File: config.mk
export PLATFORM = sky130hd
export DESIGN_NAME = sfpi_front
export DESIGN_NICKNAME = d
export VERILOG_FILES = /design/src/sfpi_pkg.sv /design/src/sfpi_front.sv /design/src/sfpi_sync.sv /design/src/sfpi_prot.sv
export SDC_FILE = /design/constraint.sdc
export NUM_CORES = 1
export LEC_CHECK = 0
export BUFFER_PORTS_ARGS = -buffer_cell sky130_fd_sc_hd__buf_4
export CAP_MARGIN = 0
export CORE_MARGIN = 3
export CORE_UTILIZATION = 45
export DETAILED_ROUTE_END_ITERATION = 7
export HOLD_SLACK_MARGIN = 0.02
export PLACE_DENSITY = 0.65
export SYNTH_ARGS = -nofsm -noshare
export SYNTH_HDL_FRONTEND = slang
export SYNTH_SLANG_ARGS = --single-unit
export TNS_END_PERCENT = 30
File: constraint.sdc
create_clock -name CLK_IN -period 2.75 [get_ports CLK_IN]
set_input_delay 0.55 -clock CLK_IN [delete_from_list [all_inputs] [get_ports CLK_IN]]
set_output_delay 0.55 -clock CLK_IN [all_outputs]
set_load 0.02 [all_outputs]
File: src/sfpi_pkg.sv
//------------------------------------------------------------------------------
//------------------------------------------------------------------------------
package sfpi_pkg;

  //----------------------------------------------------------------------------
  // Constants
  //----------------------------------------------------------------------------
  localparam int          SFPI_LINES      = 4;
  localparam int          SFPI_PAGE_BYTES = 256;
  localparam logic [8:0]  SFPI_PAGE_MAX   = 9'h100;
  localparam logic [3:0]  SFPI_BITS_BYTE  = 4'h8;
  localparam logic [1:0]  SFPI_LOCK_HW    = 2'h1;
  localparam logic [2:0]  SFPI_RANGE_NONE = 3'h0;

  // Transfer width of the current phase
  typedef enum logic [3:0] {
    SFPI_W_SINGLE = 4'b0001,
    SFPI_W_DUAL   = 4'b0010,
    SFPI_W_QUAD   = 4'b0100,
    SFPI_W_NONE   = 4'b1000
  } sfpi_width_t;

  // Protection bits from the status registers
  typedef struct packed {
    logic [1:0] status_lock_bits;
    logic       complement_protect_bit;
    logic       small_unit_protect_bit;
    logic       top_bottom_select_bit;
    logic [2:0] protect_range;
  } sfpi_prot_t;

  // Four two-way data lines as two signals, output and enable
  typedef struct packed {
    logic [3:0] out;
    logic [3:0] oe;
  } sfpi_drive_t;

  // Detected edges of a sampled pin (link clock or chip select)
  typedef struct packed {
    logic rise;
    logic fall;
  } sfpi_edge_t;

endpackage : sfpi_pkg

File: src/sfpi_front.sv
// Pin front end of the serial flash: framing, pause, line direction
module sfpi_front (
  input  wire logic              CLK_IN,
  input  wire logic              NRST_IN,
  input  wire logic              SCLK_IN,
  input  wire logic              CS_N_IN,
  input  wire logic [3:0]        IO_LINE_IN,
  output logic [3:0]             IO_LINE_OUT,
  output logic [3:0]             IO_LINE_OE_OUT,
  input  wire logic              QUAD_IO_ENABLE_BIT_IN,
  input  wire logic              FOUR_LINE_COMMAND_MODE_IN,
  input  sfpi_pkg::sfpi_prot_t   PROT_IN,
  input  sfpi_pkg::sfpi_width_t  ADDR_WIDTH_IN,
  input  sfpi_pkg::sfpi_width_t  DATA_WIDTH_IN,
  input  wire logic              READ_PHASE_IN,
  input  wire logic [7:0]        READ_BYTE_IN,
  input  wire logic              INTERNAL_BUSY_IN,
  output logic                   READ_BYTE_TAKE_OUT,
  output logic [7:0]             OPCODE_OUT,
  output logic                   OPCODE_VALID_OUT,
  output logic                   OPCODE_REJECT_OUT,
  output logic [7:0]             RX_BYTE_OUT,
  output logic                   RX_BYTE_VALID_OUT,
  output logic                   PROGRAM_OVERRUN_OUT,
  output logic                   SELECTED_OUT,
  output logic                   PAUSED_OUT,
  output logic                   STATUS_WRITE_OK_OUT,
  output logic                   ARRAY_PROT_ACTIVE_OUT,
  output logic                   INTERNAL_BUSY_OUT
);
  //----------------------------------------------------------------------------
  // Declarations
  //----------------------------------------------------------------------------
  logic                  sclk_lvl;
  sfpi_pkg::sfpi_edge_t  sclk_edge;
  logic                  cs_n_lvl;
  sfpi_pkg::sfpi_edge_t  cs_edge;
  logic [3:0]            io_sync;
  logic                  armed_reg;
  logic                  op_done_reg;
  logic [7:0]            shift_reg;
  logic [3:0]            bit_cnt_reg;
  logic [8:0]            prog_cnt_reg;
  logic [7:0]            tx_reg;
  logic [3:0]            tx_cnt_reg;
  logic [3:0]            out_reg;
  logic [3:0]            oe_reg;
  logic [7:0]            opcode_reg;
  logic                  opv_reg;
  logic                  rej_reg;
  logic [7:0]            rx_reg;
  logic                  rxv_reg;
  logic                  ovr_reg;
  logic                  pause_act;
  logic                  active;
  sfpi_pkg::sfpi_width_t rx_width;
  logic [3:0]            step;
  logic [7:0]            shift_next;
  logic [3:0]            bit_cnt_next;

  // Bits moved per clock edge for a width
  function automatic logic [3:0] sfpi_step(input sfpi_pkg::sfpi_width_t w);
    unique case (w)
      sfpi_pkg::SFPI_W_SINGLE: sfpi_step = 4'h1;
      sfpi_pkg::SFPI_W_DUAL:   sfpi_step = 4'h2;
      sfpi_pkg::SFPI_W_QUAD:   sfpi_step = 4'h4;
      default:                 sfpi_step = 4'h0;
    endcase
  endfunction : sfpi_step

  // Shift in the lines the width uses
  function automatic logic [7:0] sfpi_shift(input logic [7:0] s,
                                            input sfpi_pkg::sfpi_width_t w,
                                            input logic [3:0] d);
    unique case (w)
      sfpi_pkg::SFPI_W_SINGLE: sfpi_shift = {s[6:0], d[0]};
      sfpi_pkg::SFPI_W_DUAL:   sfpi_shift = {s[5:0], d[1:0]};
      sfpi_pkg::SFPI_W_QUAD:   sfpi_shift = {s[3:0], d[3:0]};
      default:                 sfpi_shift = s;
    endcase
  endfunction : sfpi_shift

  //----------------------------------------------------------------------------
  // Pin synchronisers
  //----------------------------------------------------------------------------
  sfpi_sync u_sclk (
    .CLK_IN       (CLK_IN),
    .NRST_IN      (NRST_IN),
    .PIN_IN       (SCLK_IN),
    .RESET_VAL_IN (1'b0),
    .LEVEL_OUT    (sclk_lvl),
    .EDGE_OUT     (sclk_edge)
  );

  sfpi_sync u_cs (
    .CLK_IN       (CLK_IN),
    .NRST_IN      (NRST_IN),
    .PIN_IN       (CS_N_IN),
    .RESET_VAL_IN (1'b1),
    .LEVEL_OUT    (cs_n_lvl),
    .EDGE_OUT     (cs_edge)
  );

  genvar gi;
  generate
    for (gi = 0; gi < sfpi_pkg::SFPI_LINES; gi++) begin : g_io
      sfpi_sync u_io (
        .CLK_IN       (CLK_IN),
        .NRST_IN      (NRST_IN),
        .PIN_IN       (IO_LINE_IN[gi]),
        .RESET_VAL_IN (1'b1),
        .LEVEL_OUT    (io_sync[gi]),
        .EDGE_OUT     ()
      );
    end
  endgenerate

  //----------------------------------------------------------------------------
  // Status write guard
  //----------------------------------------------------------------------------
  sfpi_prot u_prot (
    .CLK_IN                (CLK_IN),
    .NRST_IN               (NRST_IN),
    .WP_N_SYNC_IN          (io_sync[2]),
    .QUAD_EN_IN            (QUAD_IO_ENABLE_BIT_IN),
    .PROT_IN               (PROT_IN),
    .STATUS_WRITE_OK_OUT   (STATUS_WRITE_OK_OUT),
    .ARRAY_PROT_ACTIVE_OUT (ARRAY_PROT_ACTIVE_OUT)
  );

  //----------------------------------------------------------------------------
  // Framing and pause
  //----------------------------------------------------------------------------
  // Pause acts only while selected and quad enable clear
  assign pause_act = !cs_n_lvl && !io_sync[3] && !QUAD_IO_ENABLE_BIT_IN;
  assign active    = !cs_n_lvl && armed_reg && !pause_act;

  // Power-up arming by the first select falling edge
  always_ff @(posedge CLK_IN or negedge NRST_IN) begin
    if (!NRST_IN) begin
      armed_reg <= 1'b0;
    end else if (cs_edge.fall) begin
      armed_reg <= 1'b1;
    end
  end

  //----------------------------------------------------------------------------
  // Receive path
  //----------------------------------------------------------------------------
  // Width of the current receive phase
  always_comb begin
    if (!op_done_reg) begin
      rx_width = FOUR_LINE_COMMAND_MODE_IN ? sfpi_pkg::SFPI_W_QUAD
                                           : sfpi_pkg::SFPI_W_SINGLE;
    end else if (READ_PHASE_IN) begin
      rx_width = sfpi_pkg::SFPI_W_NONE;
    end else begin
      rx_width = DATA_WIDTH_IN;
    end
    step         = sfpi_step(rx_width);
    shift_next   = sfpi_shift(shift_reg, rx_width, io_sync);
    bit_cnt_next = bit_cnt_reg + step;
  end

  // Rising clock edges shift data in; state survives pause
  always_ff @(posedge CLK_IN or negedge NRST_IN) begin
    if (!NRST_IN) begin
      shift_reg   <= 8'h00;
      bit_cnt_reg <= 4'h0;
      op_done_reg <= 1'b0;
      opcode_reg  <= 8'h00;
      opv_reg     <= 1'b0;
      rej_reg     <= 1'b0;
      rx_reg      <= 8'h00;
      rxv_reg     <= 1'b0;
    end else begin
      opv_reg <= 1'b0;
      rej_reg <= 1'b0;
      rxv_reg <= 1'b0;
      if (cs_n_lvl) begin
        bit_cnt_reg <= 4'h0;
        op_done_reg <= 1'b0;
      end else if (active && sclk_edge.rise && step != 4'h0) begin
        shift_reg <= shift_next;
        if (bit_cnt_next >= sfpi_pkg::SFPI_BITS_BYTE) begin
          bit_cnt_reg <= 4'h0;
          if (!op_done_reg) begin
            op_done_reg <= 1'b1;
            opcode_reg  <= shift_next;
            // Four-line opcodes need quad enable
            if (FOUR_LINE_COMMAND_MODE_IN && !QUAD_IO_ENABLE_BIT_IN) begin
              rej_reg <= 1'b1;
            end else begin
              opv_reg <= 1'b1;
            end
          end else begin
            rx_reg  <= shift_next;
            rxv_reg <= 1'b1;
          end
        end else begin
          bit_cnt_reg <= bit_cnt_next;
        end
      end
    end
  end

  // Program byte count within one frame
  always_ff @(posedge CLK_IN or negedge NRST_IN) begin
    if (!NRST_IN) begin
      prog_cnt_reg <= 9'h000;
      ovr_reg      <= 1'b0;
    end else if (cs_n_lvl) begin
      prog_cnt_reg <= 9'h000;
      ovr_reg      <= 1'b0;
    end else if (rxv_reg) begin
      if (prog_cnt_reg == sfpi_pkg::SFPI_PAGE_MAX) begin
        ovr_reg <= 1'b1;
      end else begin
        prog_cnt_reg <= prog_cnt_reg + 9'h001;
      end
    end
  end

  //----------------------------------------------------------------------------
  // Transmit path
  //----------------------------------------------------------------------------
  // Falling clock edges update output lines
  always_ff @(posedge CLK_IN or negedge NRST_IN) begin
    if (!NRST_IN) begin
      tx_reg     <= 8'h00;
      tx_cnt_reg <= 4'h0;
      out_reg    <= 4'h0;
      oe_reg     <= 4'h0;
    end else if (cs_n_lvl) begin
      tx_cnt_reg <= 4'h0;
      oe_reg     <= 4'h0;
    end else if (pause_act) begin
      oe_reg <= 4'h0;
    end else if (active && READ_PHASE_IN && op_done_reg && sclk_edge.fall) begin
      unique case (DATA_WIDTH_IN)
        sfpi_pkg::SFPI_W_SINGLE: begin
          // Single mode answers on line 1 only; line 0 stays an input
          out_reg <= {2'h0, ((tx_cnt_reg == 4'h0) ? READ_BYTE_IN[7] : tx_reg[7]), 1'b0};
          oe_reg  <= 4'h2;
        end
        sfpi_pkg::SFPI_W_DUAL: begin
          out_reg <= {2'h0, (tx_cnt_reg == 4'h0) ? READ_BYTE_IN[7:6] : tx_reg[7:6]};
          oe_reg  <= 4'h3;
        end
        default: begin
          out_reg <= (tx_cnt_reg == 4'h0) ? READ_BYTE_IN[7:4] : tx_reg[7:4];
          oe_reg  <= QUAD_IO_ENABLE_BIT_IN ? 4'hF : 4'h0;
        end
      endcase
      if (tx_cnt_reg == 4'h0) begin
        tx_reg <= READ_BYTE_IN << sfpi_step(DATA_WIDTH_IN);
      end else begin
        tx_reg <= tx_reg << sfpi_step(DATA_WIDTH_IN);
      end
      tx_cnt_reg <= (tx_cnt_reg + sfpi_step(DATA_WIDTH_IN) >= sfpi_pkg::SFPI_BITS_BYTE)
                    ? 4'h0 : tx_cnt_reg + sfpi_step(DATA_WIDTH_IN);
    end
  end

  //----------------------------------------------------------------------------
  // Outputs
  //----------------------------------------------------------------------------
  assign READ_BYTE_TAKE_OUT  = active && READ_PHASE_IN && op_done_reg
                               && sclk_edge.fall && (tx_cnt_reg == 4'h0);
  assign IO_LINE_OUT         = out_reg;
  assign IO_LINE_OE_OUT      = oe_reg;
  assign OPCODE_OUT          = opcode_reg;
  assign OPCODE_VALID_OUT    = opv_reg;
  assign OPCODE_REJECT_OUT   = rej_reg;
  assign RX_BYTE_OUT         = rx_reg;
  assign RX_BYTE_VALID_OUT   = rxv_reg;
  assign PROGRAM_OVERRUN_OUT = ovr_reg;
  assign SELECTED_OUT        = !cs_n_lvl && armed_reg;
  assign PAUSED_OUT          = pause_act;
  // Internal cycle runs on regardless of select
  assign INTERNAL_BUSY_OUT   = INTERNAL_BUSY_IN;

  logic unused_ok;
  assign unused_ok = sclk_lvl ^ (ADDR_WIDTH_IN == sfpi_pkg::SFPI_W_NONE);
endmodule : sfpi_front

File: src/sfpi_sync.sv
// Two-flop synchroniser with edge detection of the stable copy
module sfpi_sync (
  input  wire logic              CLK_IN,
  input  wire logic              NRST_IN,
  input  wire logic              PIN_IN,
  input  wire logic              RESET_VAL_IN,
  output logic                   LEVEL_OUT,
  output sfpi_pkg::sfpi_edge_t   EDGE_OUT
);
  logic meta_reg;
  logic stab_reg;
  logic prev_reg;
  logic [2:0] live_reg;

  //----------------------------------------------------------------------------
  // Synchroniser chain
  //----------------------------------------------------------------------------
  // First stage feeds only the second
  always_ff @(posedge CLK_IN or negedge NRST_IN) begin
    if (!NRST_IN) begin
      meta_reg <= 1'b1;
      stab_reg <= 1'b1;
      prev_reg <= 1'b1;
    end else begin
      meta_reg <= PIN_IN;
      stab_reg <= meta_reg;
      prev_reg <= stab_reg;
    end
  end

  // Edges count only once the history flop holds a real pin sample,
  // so a pin already low at wake-up gives no false edge
  always_ff @(posedge CLK_IN or negedge NRST_IN) begin
    if (!NRST_IN) begin
      live_reg <= 3'h0;
    end else begin
      live_reg <= {live_reg[1:0], 1'b1};
    end
  end

  assign LEVEL_OUT     = stab_reg;
  assign EDGE_OUT.rise = live_reg[2] & stab_reg & ~prev_reg;
  assign EDGE_OUT.fall = live_reg[2] & ~stab_reg & prev_reg;

  // Reset value input kept for symmetry of chain use
  logic unused_ok;
  assign unused_ok = RESET_VAL_IN;
endmodule : sfpi_sync

File: src/sfpi_prot.sv
// Status write guard from protect pin and lock bits
module sfpi_prot (
  input  wire logic              CLK_IN,
  input  wire logic              NRST_IN,
  input  wire logic              WP_N_SYNC_IN,
  input  wire logic              QUAD_EN_IN,
  input  sfpi_pkg::sfpi_prot_t   PROT_IN,
  output logic                   STATUS_WRITE_OK_OUT,
  output logic                   ARRAY_PROT_ACTIVE_OUT
);
  logic hw_block;

  // Protect pin counts only while not a data line
  assign hw_block = !QUAD_EN_IN && !WP_N_SYNC_IN
                    && (PROT_IN.status_lock_bits == sfpi_pkg::SFPI_LOCK_HW);

  //----------------------------------------------------------------------------
  // Registered guard outputs
  //----------------------------------------------------------------------------
  always_ff @(posedge CLK_IN or negedge NRST_IN) begin
    if (!NRST_IN) begin
      STATUS_WRITE_OK_OUT   <= 1'b0;
      ARRAY_PROT_ACTIVE_OUT <= 1'b0;
    end else begin
      STATUS_WRITE_OK_OUT   <= !hw_block;
      // Any nonzero range or the complement bit protects some region
      ARRAY_PROT_ACTIVE_OUT <= (PROT_IN.protect_range != sfpi_pkg::SFPI_RANGE_NONE)
                               || PROT_IN.complement_protect_bit;
    end
  end
endmodule : sfpi_prot

=== Word level (Yosys, flattened, before mapping) ===
Cells that the tools add are included.

* Flip-flop bits (word level): 85
* Input bits: 36
* Output and inout port bits: 34
* Word-level logic and storage cells: 155

* Add/sub/neg operators: 3
* Magnitude comparators: 2
* Eq/ne operators: 10
* Shift operators: 2
* Multiplexer cells: 57
* Bitwise operators: 11
* Reductions and logical operators: 37

{| class="wikitable"
|+ Operator list
! operator !! number
|-
| $mux W4 || 25
|-
| $mux W9 || 3
|-
| $pmux W8 S3 || 1
|-
| $mux W1 || 21
|-
| $pmux W3 S3 || 2
|-
| $pmux W4 S2 || 2
|-
| $shl A8 B4 Y8 || 2
|-
| $logic_and A1 B1 Y1 || 13
|-
| $reduce_and A2 Y1 || 5
|-
| $reduce_bool A2 Y1 || 5
|-
| $add A9 B1 Y9 const B || 1
|-
| $eq A9 B9 Y1 const B || 1
|-
| $add A4 B4 Y4 || 2
|-
| $eq A4 B1 Y1 const B || 2
|-
| $eq A4 B2 Y1 const B || 2
|-
| $eq A4 B3 Y1 const B || 2
|-
| $ge A4 B4 Y1 const B || 2
|-
| $mux W8 || 1
|-
| $reduce_and A4 Y1 || 2
|-
| $and A1 B1 Y1 || 6
|-
| $logic_not A1 Y1 || 6
|-
| $reduce_bool A3 Y1 || 2
|-
| $not A1 Y1 || 5
|-
| $logic_not A4 Y1 || 1
|-
| other kinds (7) || 8
|}

=== Logic depth before layout (Yosys ltp) ===
* Word-level depth: 17
* Mapped depth: 12
* Gate-level depth less buffers: 10

=== Modules after synthesis ===
A second synthesis with hierarchy kept.

* Cell total of the unflattened synthesis: 395
* Area, all modules: 4631.9 um^2

{| class="wikitable"
|+ By module, submodules not included
! module !! instances !! cells an instance !! area an instance (um^2) !! seq. area each (um^2)
|-
| sfpi_front || 1 || 337 || 3513.4 || 1551.5
|-
| sfpi_sync || 6 || 9 || 175.2 || 153.9
|-
| sfpi_prot || 1 || 4 || 67.6 || 50.0
|}

=== Worst setup path after synthesis ===
Ideal clock, no wire load.

* Kind: input port to flip-flop
* Start: in DATA_WIDTH_IN[1]
* End: reg opcode_reg[0], in the netlist OPCODE_OUT[0]
* Library setup time: 0.125 ns
* Arrival time: 3.170 ns
* Required time: 2.625 ns
* Slack: -0.545 ns
* Stages on the path: 12
* Path buffers: 2
* Cell sequence: clkbuf_1 -> inv_1 -> nor3_1 -> nand2b_1 -> inv_1 -> ha_1 -> a21o_1 -> a21oi_1 -> xor2_1 -> or3_1 -> buf_6 -> mux2_4

* Cells in the longest elaborated chain, start to end: 7
* Elaborated cells between the ends (all ways): 12
* Classes of those cells: add/sub: 1; order compare: 1; eq/ne: 3; mux: 4; reduce/logical: 3

{| class="wikitable"
|+ Ends and longest elaborated chain
! item !! RTL line !! source
|-
| start: declaration || sfpi_front.sv:14 || <nowiki>input sfpi_pkg::sfpi_width_t DATA_WIDTH_IN,</nowiki>
|-
| $mux W4 (*) || sfpi_front.sv:155 || <nowiki>end else if (READ_PHASE_IN) begin</nowiki>
|-
| $mux W4 (*) || sfpi_front.sv:152 || <nowiki>if (!op_done_reg) begin</nowiki>
|-
| $eq A4 B3 Y1 (tied with other cells) || sfpi_front.sv:63, sfpi_front.sv:75 ||
|-
| $pmux W3 S3 || sfpi_front.sv:63 || <nowiki>unique case (w)</nowiki>
|-
| $add A4 B4 Y4 or $reduce_bool A4 Y1 (tied branches) || sfpi_front.sv:162, sfpi_front.sv:183 ||
|-
| $ge A4 B4 Y1 or $logic_and A1 B1 Y1 (tied branches) || sfpi_front.sv:185, sfpi_front.sv:183 ||
|-
| $reduce_and A4 Y1 (no source line) || - ||
|-
| end signal: assignment || sfpi_front.sv:189 || <nowiki>opcode_reg <= shift_next;</nowiki>
|-
| end: declaration || sfpi_front.sv:48 || <nowiki>logic [7:0] opcode_reg;</nowiki>
|}

Every way passes the cells marked *; elsewhere a longest branch is shown, timed or not.
A chain may end at the register's enable or synchronous reset.

=== Worst setup path after layout ===
* Start: reg op_done_reg
* End: reg opcode_reg[0], in the netlist OPCODE_OUT[0]

* Cells in the longest elaborated chain, start to end: 6
* Elaborated cells between the ends (all ways): 12
* Classes of those cells: add/sub: 1; order compare: 1; eq/ne: 3; mux: 3; bitwise: 1; reduce/logical: 3

{| class="wikitable"
|+ Ends and longest elaborated chain
! item !! RTL line !! source
|-
| start: declaration || sfpi_front.sv:40 || <nowiki>logic op_done_reg;</nowiki>
|-
| start signal: assignment || sfpi_front.sv:170 || <nowiki>op_done_reg <= 1'b0;</nowiki>
|-
| start signal: assignment || sfpi_front.sv:182 || <nowiki>op_done_reg <= 1'b0;</nowiki>
|-
| start signal: assignment || sfpi_front.sv:188 || <nowiki>op_done_reg <= 1'b1;</nowiki>
|-
| $mux W4 || sfpi_front.sv:152 ||
|-
| $eq A4 B3 Y1 (tied with other cells) || sfpi_front.sv:63, sfpi_front.sv:75 ||
|-
| $pmux W3 S3 || sfpi_front.sv:63 ||
|-
| $add A4 B4 Y4 or $reduce_bool A4 Y1 (tied branches) || sfpi_front.sv:162, sfpi_front.sv:183 ||
|-
| $ge A4 B4 Y1 or $logic_and A1 B1 Y1 (tied branches) || sfpi_front.sv:185, sfpi_front.sv:183 ||
|-
| $reduce_and A4 Y1 (no source line) || - ||
|}

Parallel ways exist; a longest one is shown, timed or not.

==> results.md <==
* Post-synth EDFFs at 0
* DR WL/cell at about 16 um
* Layout area overhead at 26.2%
* Core footprint at 8340 um^2
* Fin util at 59.4%
* Design area at 4960 um^2
* Pwr Density at 476 nW/um^2
* Cell taking the most area after synthesis: dfrtp_1
* Worst slew margin at 67.8%
* Final HPWL DP at 6400 um
* Part of the Yosys area used for sequential elements at 51.4%
* Final hold slack at 0.122 ns
* Clock Root Buffer: clkbuf_8
* Routed Antenna Nets at 0
* Final Routed Wirelength at 8740 um
* Critical path type: reg -> reg
* Fill cells at 715
* Max cap viols at 0
* Final net count at between 400 and 500
* Via density at 5.46
* CP required at 2.99 ns
* Max Slew Vio Count at 0
* DR pass1 iterations at 4
* Place WS at -0.144 ns
* Synth Flop Type: dfrtp_1
* Slowest cell on crit path: dfrtp_2
* Rows at 33
* Clock-pin slew on the worst setup and hold paths at 0.09 ns
* Status: finished clean
* H-tree levels at 3
* Layout cells sized above 1 at 35.9%
* DR DRC count at 0
* Worst-Skew Late Latency at ~0.36 ns
* Post-synth top area share at 42.1%
* Hold Vio Cnt, Final at 0
* Overall power at 2360 uW
* Port bufs at 61
* Final worst slack at 0.156 ns
* Mean Syn Cell Area at 11.0 um^2
* Die W at between 90 and 100 um
* Vias in the first global route at roughly 3000
* RSZ-0062 raised after global routing: no
* Fin crit share at 94.3%
* Syn_nets at 402
* Largest cells by area after synthesis: dfrtp_1, dfstp_2, mux2_4, nand2_1, ha_1
* Fmax achieved at between 0.3 and 0.4 GHz
* First-pass GRT wire length at around 15000 um
* CP cell instances: nor2_1, a31oi_2, nand2b_1, inv_1, ha_1, a21o_1, a21oi_4, xor2_2, or3_1, buf_4, mux2_4
* CTS tree: yes
* DP Area at 4750 um^2
* GRT Overall Usage at roughly a fifth
* Die height at 99.4 um
* Mapped Cells at 356
* Initial antenna violation count at 0
* Worst VDD drop at 0.344 mV
* Starting DRT DRC Count at 108
* Syn Std Cell Area at 3930 um^2
* CP Launch Type: flop
* Yosys reg bits at 80
* Max FO, Critical Path at 10
* Bufs on Longest Clock Path at 2
* GR Overflow Total at 0
* Initial Utilization at 47.1%
* Synth unique cells at between 50 and 60
* # setup viols final at 0
* Slew at the pin closest to its max-slew limit at ~0.47 ns
* Hold WC Path Type: in -> async
* Via count at 3024
* Die area at roughly 10000 um^2
* Leak Pwr at 0.00242 uW
* Post-synth ARST share at between 90% and 100%
* Worst Path Arrival at 2.83 ns
* Worst path max stage delay at 0.46 ns
* Reg2reg path depth at 11
* CP endpoint kind: flop
* Yosys warns at 0
* Num CTS Buffers at 9
* I/O Pins at 70
* CTS sink count at 80
* Clock skew at between 0.015 and 0.02 ns
* Final worst path period need at 2.59 ns
* Largest net degree at the start of global routing at 49
* Postcts setup bufs at 0
* Largest register FFs at 9
* Routability cong. at 0.887
* N_diodes at 0
[final cells by class]
| cell class | count | area [um^2] | area share, % |
|---|---|---|---|
| Multi-Input combinational cell | 245 | 1830 | 36.9 |
| Timing Repair Buffer | 95 | 726 | 14.6 |
| Inverter | 13 | 48.8 | 0.985 |
| Sequential cell | 80 | 2020 | 40.8 |
| Tap cell | 105 | 131 | 2.65 |
| Clock inverter | 7 | 77.6 | 1.57 |
| Clock buffer | 9 | 124 | 2.50 |
[cells in the mapped netlist, drive strengths merged, types with 2 or more instances]
| library cell | n |
|---|---|
| nor3b | 3 |
| o211ai | 4 |
| fa | 2 |
| o21ai | 22 |
| a221oi | 2 |
| dfstp | 14 |
| or4b | 4 |
| a32oi | 2 |
| a22oi | 7 |
| o31ai | 3 |
| xor2 | 9 |
| nor4 | 2 |
| nand2b | 8 |
| ha | 8 |
| buf | 9 |
| nand2 | 34 |
| mux2 | 28 |
| mux2i | 7 |
| nor3 | 7 |
| a21o | 2 |
| a21oi | 19 |
| o2111ai | 2 |
| nand4 | 6 |
| nor2 | 22 |
| or3b | 2 |
| inv | 13 |
| nand3 | 6 |
| nor2b | 5 |
| xnor2 | 3 |
| or4 | 3 |
| o22ai | 3 |
| or3 | 6 |
| clkbuf | 9 |
| dfrtp | 66 |
[cell families (layout without fill, tap and decap cells)]
logic type / after synthesis / after routing / synth area share [%]
multiplexers: 35 / 35 / 11.3
AO/OA/AOI/OAI: 74 / 74 / 12.0
buffers and inverters: 31 / 124 / 3.79
XOR/XNOR: 12 / 12 / 2.68
other: 1 / 1 / 0.0955
flip-flops: 80 / 80 / 51.4
AND/OR/NAND/NOR: 113 / 113 / 15.0
adder cells (fa/ha/maj): 10 / 10 / 3.57
[per-stage QoR]
stage | TNS (ns) | std cells
after floorplan | -2.38 | 356
after global placement | -1.56 | 538
after detailed placement | -2.14 | 538
after CTS | 0 | 554
after global routing | 0 | 554
final | 0 | 554
[critical path: cells and delay by family, from the launching register on]
kind | cells | cell delay [ns]
flops | 1 | 0.46
simple gates | 3 | 0.71
compound gates | 3 | 0.41
buf+inv | 2 | 0.27
mux | 1 | 0.31
xor+xnor | 1 | 0.10
fa+ha+maj | 1 | 0.21
[final timing paths]
check | slack, ns | end | start
max | 0.16 | OPCODE_OUT[0] | op_done_reg
min | 0.12 | tx_reg[4] | NRST_IN
max reg2reg | 0.16 | OPCODE_OUT[0] | op_done_reg
min reg2reg | 0.36 | g_io[0].u_io.LEVEL_OUT | g_io[0].u_io.meta_reg
max in group asynchronous | 1.97 | u_sclk.LEVEL_OUT | NRST_IN
min in group CLK_IN | 0.30 | g_io[2].u_io.meta_reg | IO_LINE_IN[2]
[power by group]
| part | internal (uW) | switching, uW |
|---|---|---|
| registers | 1220 | 30.0 |
| clock network | 429 | 457 |
| logic | 101 | 122 |
| total | 1750 | 609 |
[layer usage]
layer  part of all wire [%]  up-vias  global-route usage, %  routed length (um)
met1                     45     1448                   25.6                3940
li1                       -     1449                      -                   -
met2                     46      115                   29.4                4030
met3                    7.3       12                   5.12                 641
met4                    1.5        0                   5.99                 131
met5                      0        -                      0                   0
[placed cells by master (no fill, tap or decap), types with 4 or more instances in the layout]
| cell | n |
|---|---|
| buf_4 | 94 |
| o21ai_1 | 14 |
| mux2i_1 | 7 |
| xor2_1 | 8 |
| o21ai_0 | 7 |
| dfstp_2 | 14 |
| a22oi_1 | 7 |
| nand2_1 | 34 |
| a21oi_1 | 18 |
| nor3_1 | 6 |
| inv_1 | 10 |
| or3_1 | 6 |
| nand2b_1 | 8 |
| mux2_4 | 16 |
| clkbuf_8 | 9 |
| ha_1 | 7 |
| mux2_1 | 8 |
| dfrtp_1 | 65 |
| nand4_1 | 6 |
| nor2_1 | 22 |
| mux2_2 | 4 |
| nor2b_1 | 5 |
| nand3_1 | 6 |
[repair_timing]
action	4_1_cts	5_1_grt
hold endpoints to repair	0	0
endpoints found under the setup margin	0	16
hold buffers	0	0
resized for setup	0	1
Power figures use the tool's default switching activity.
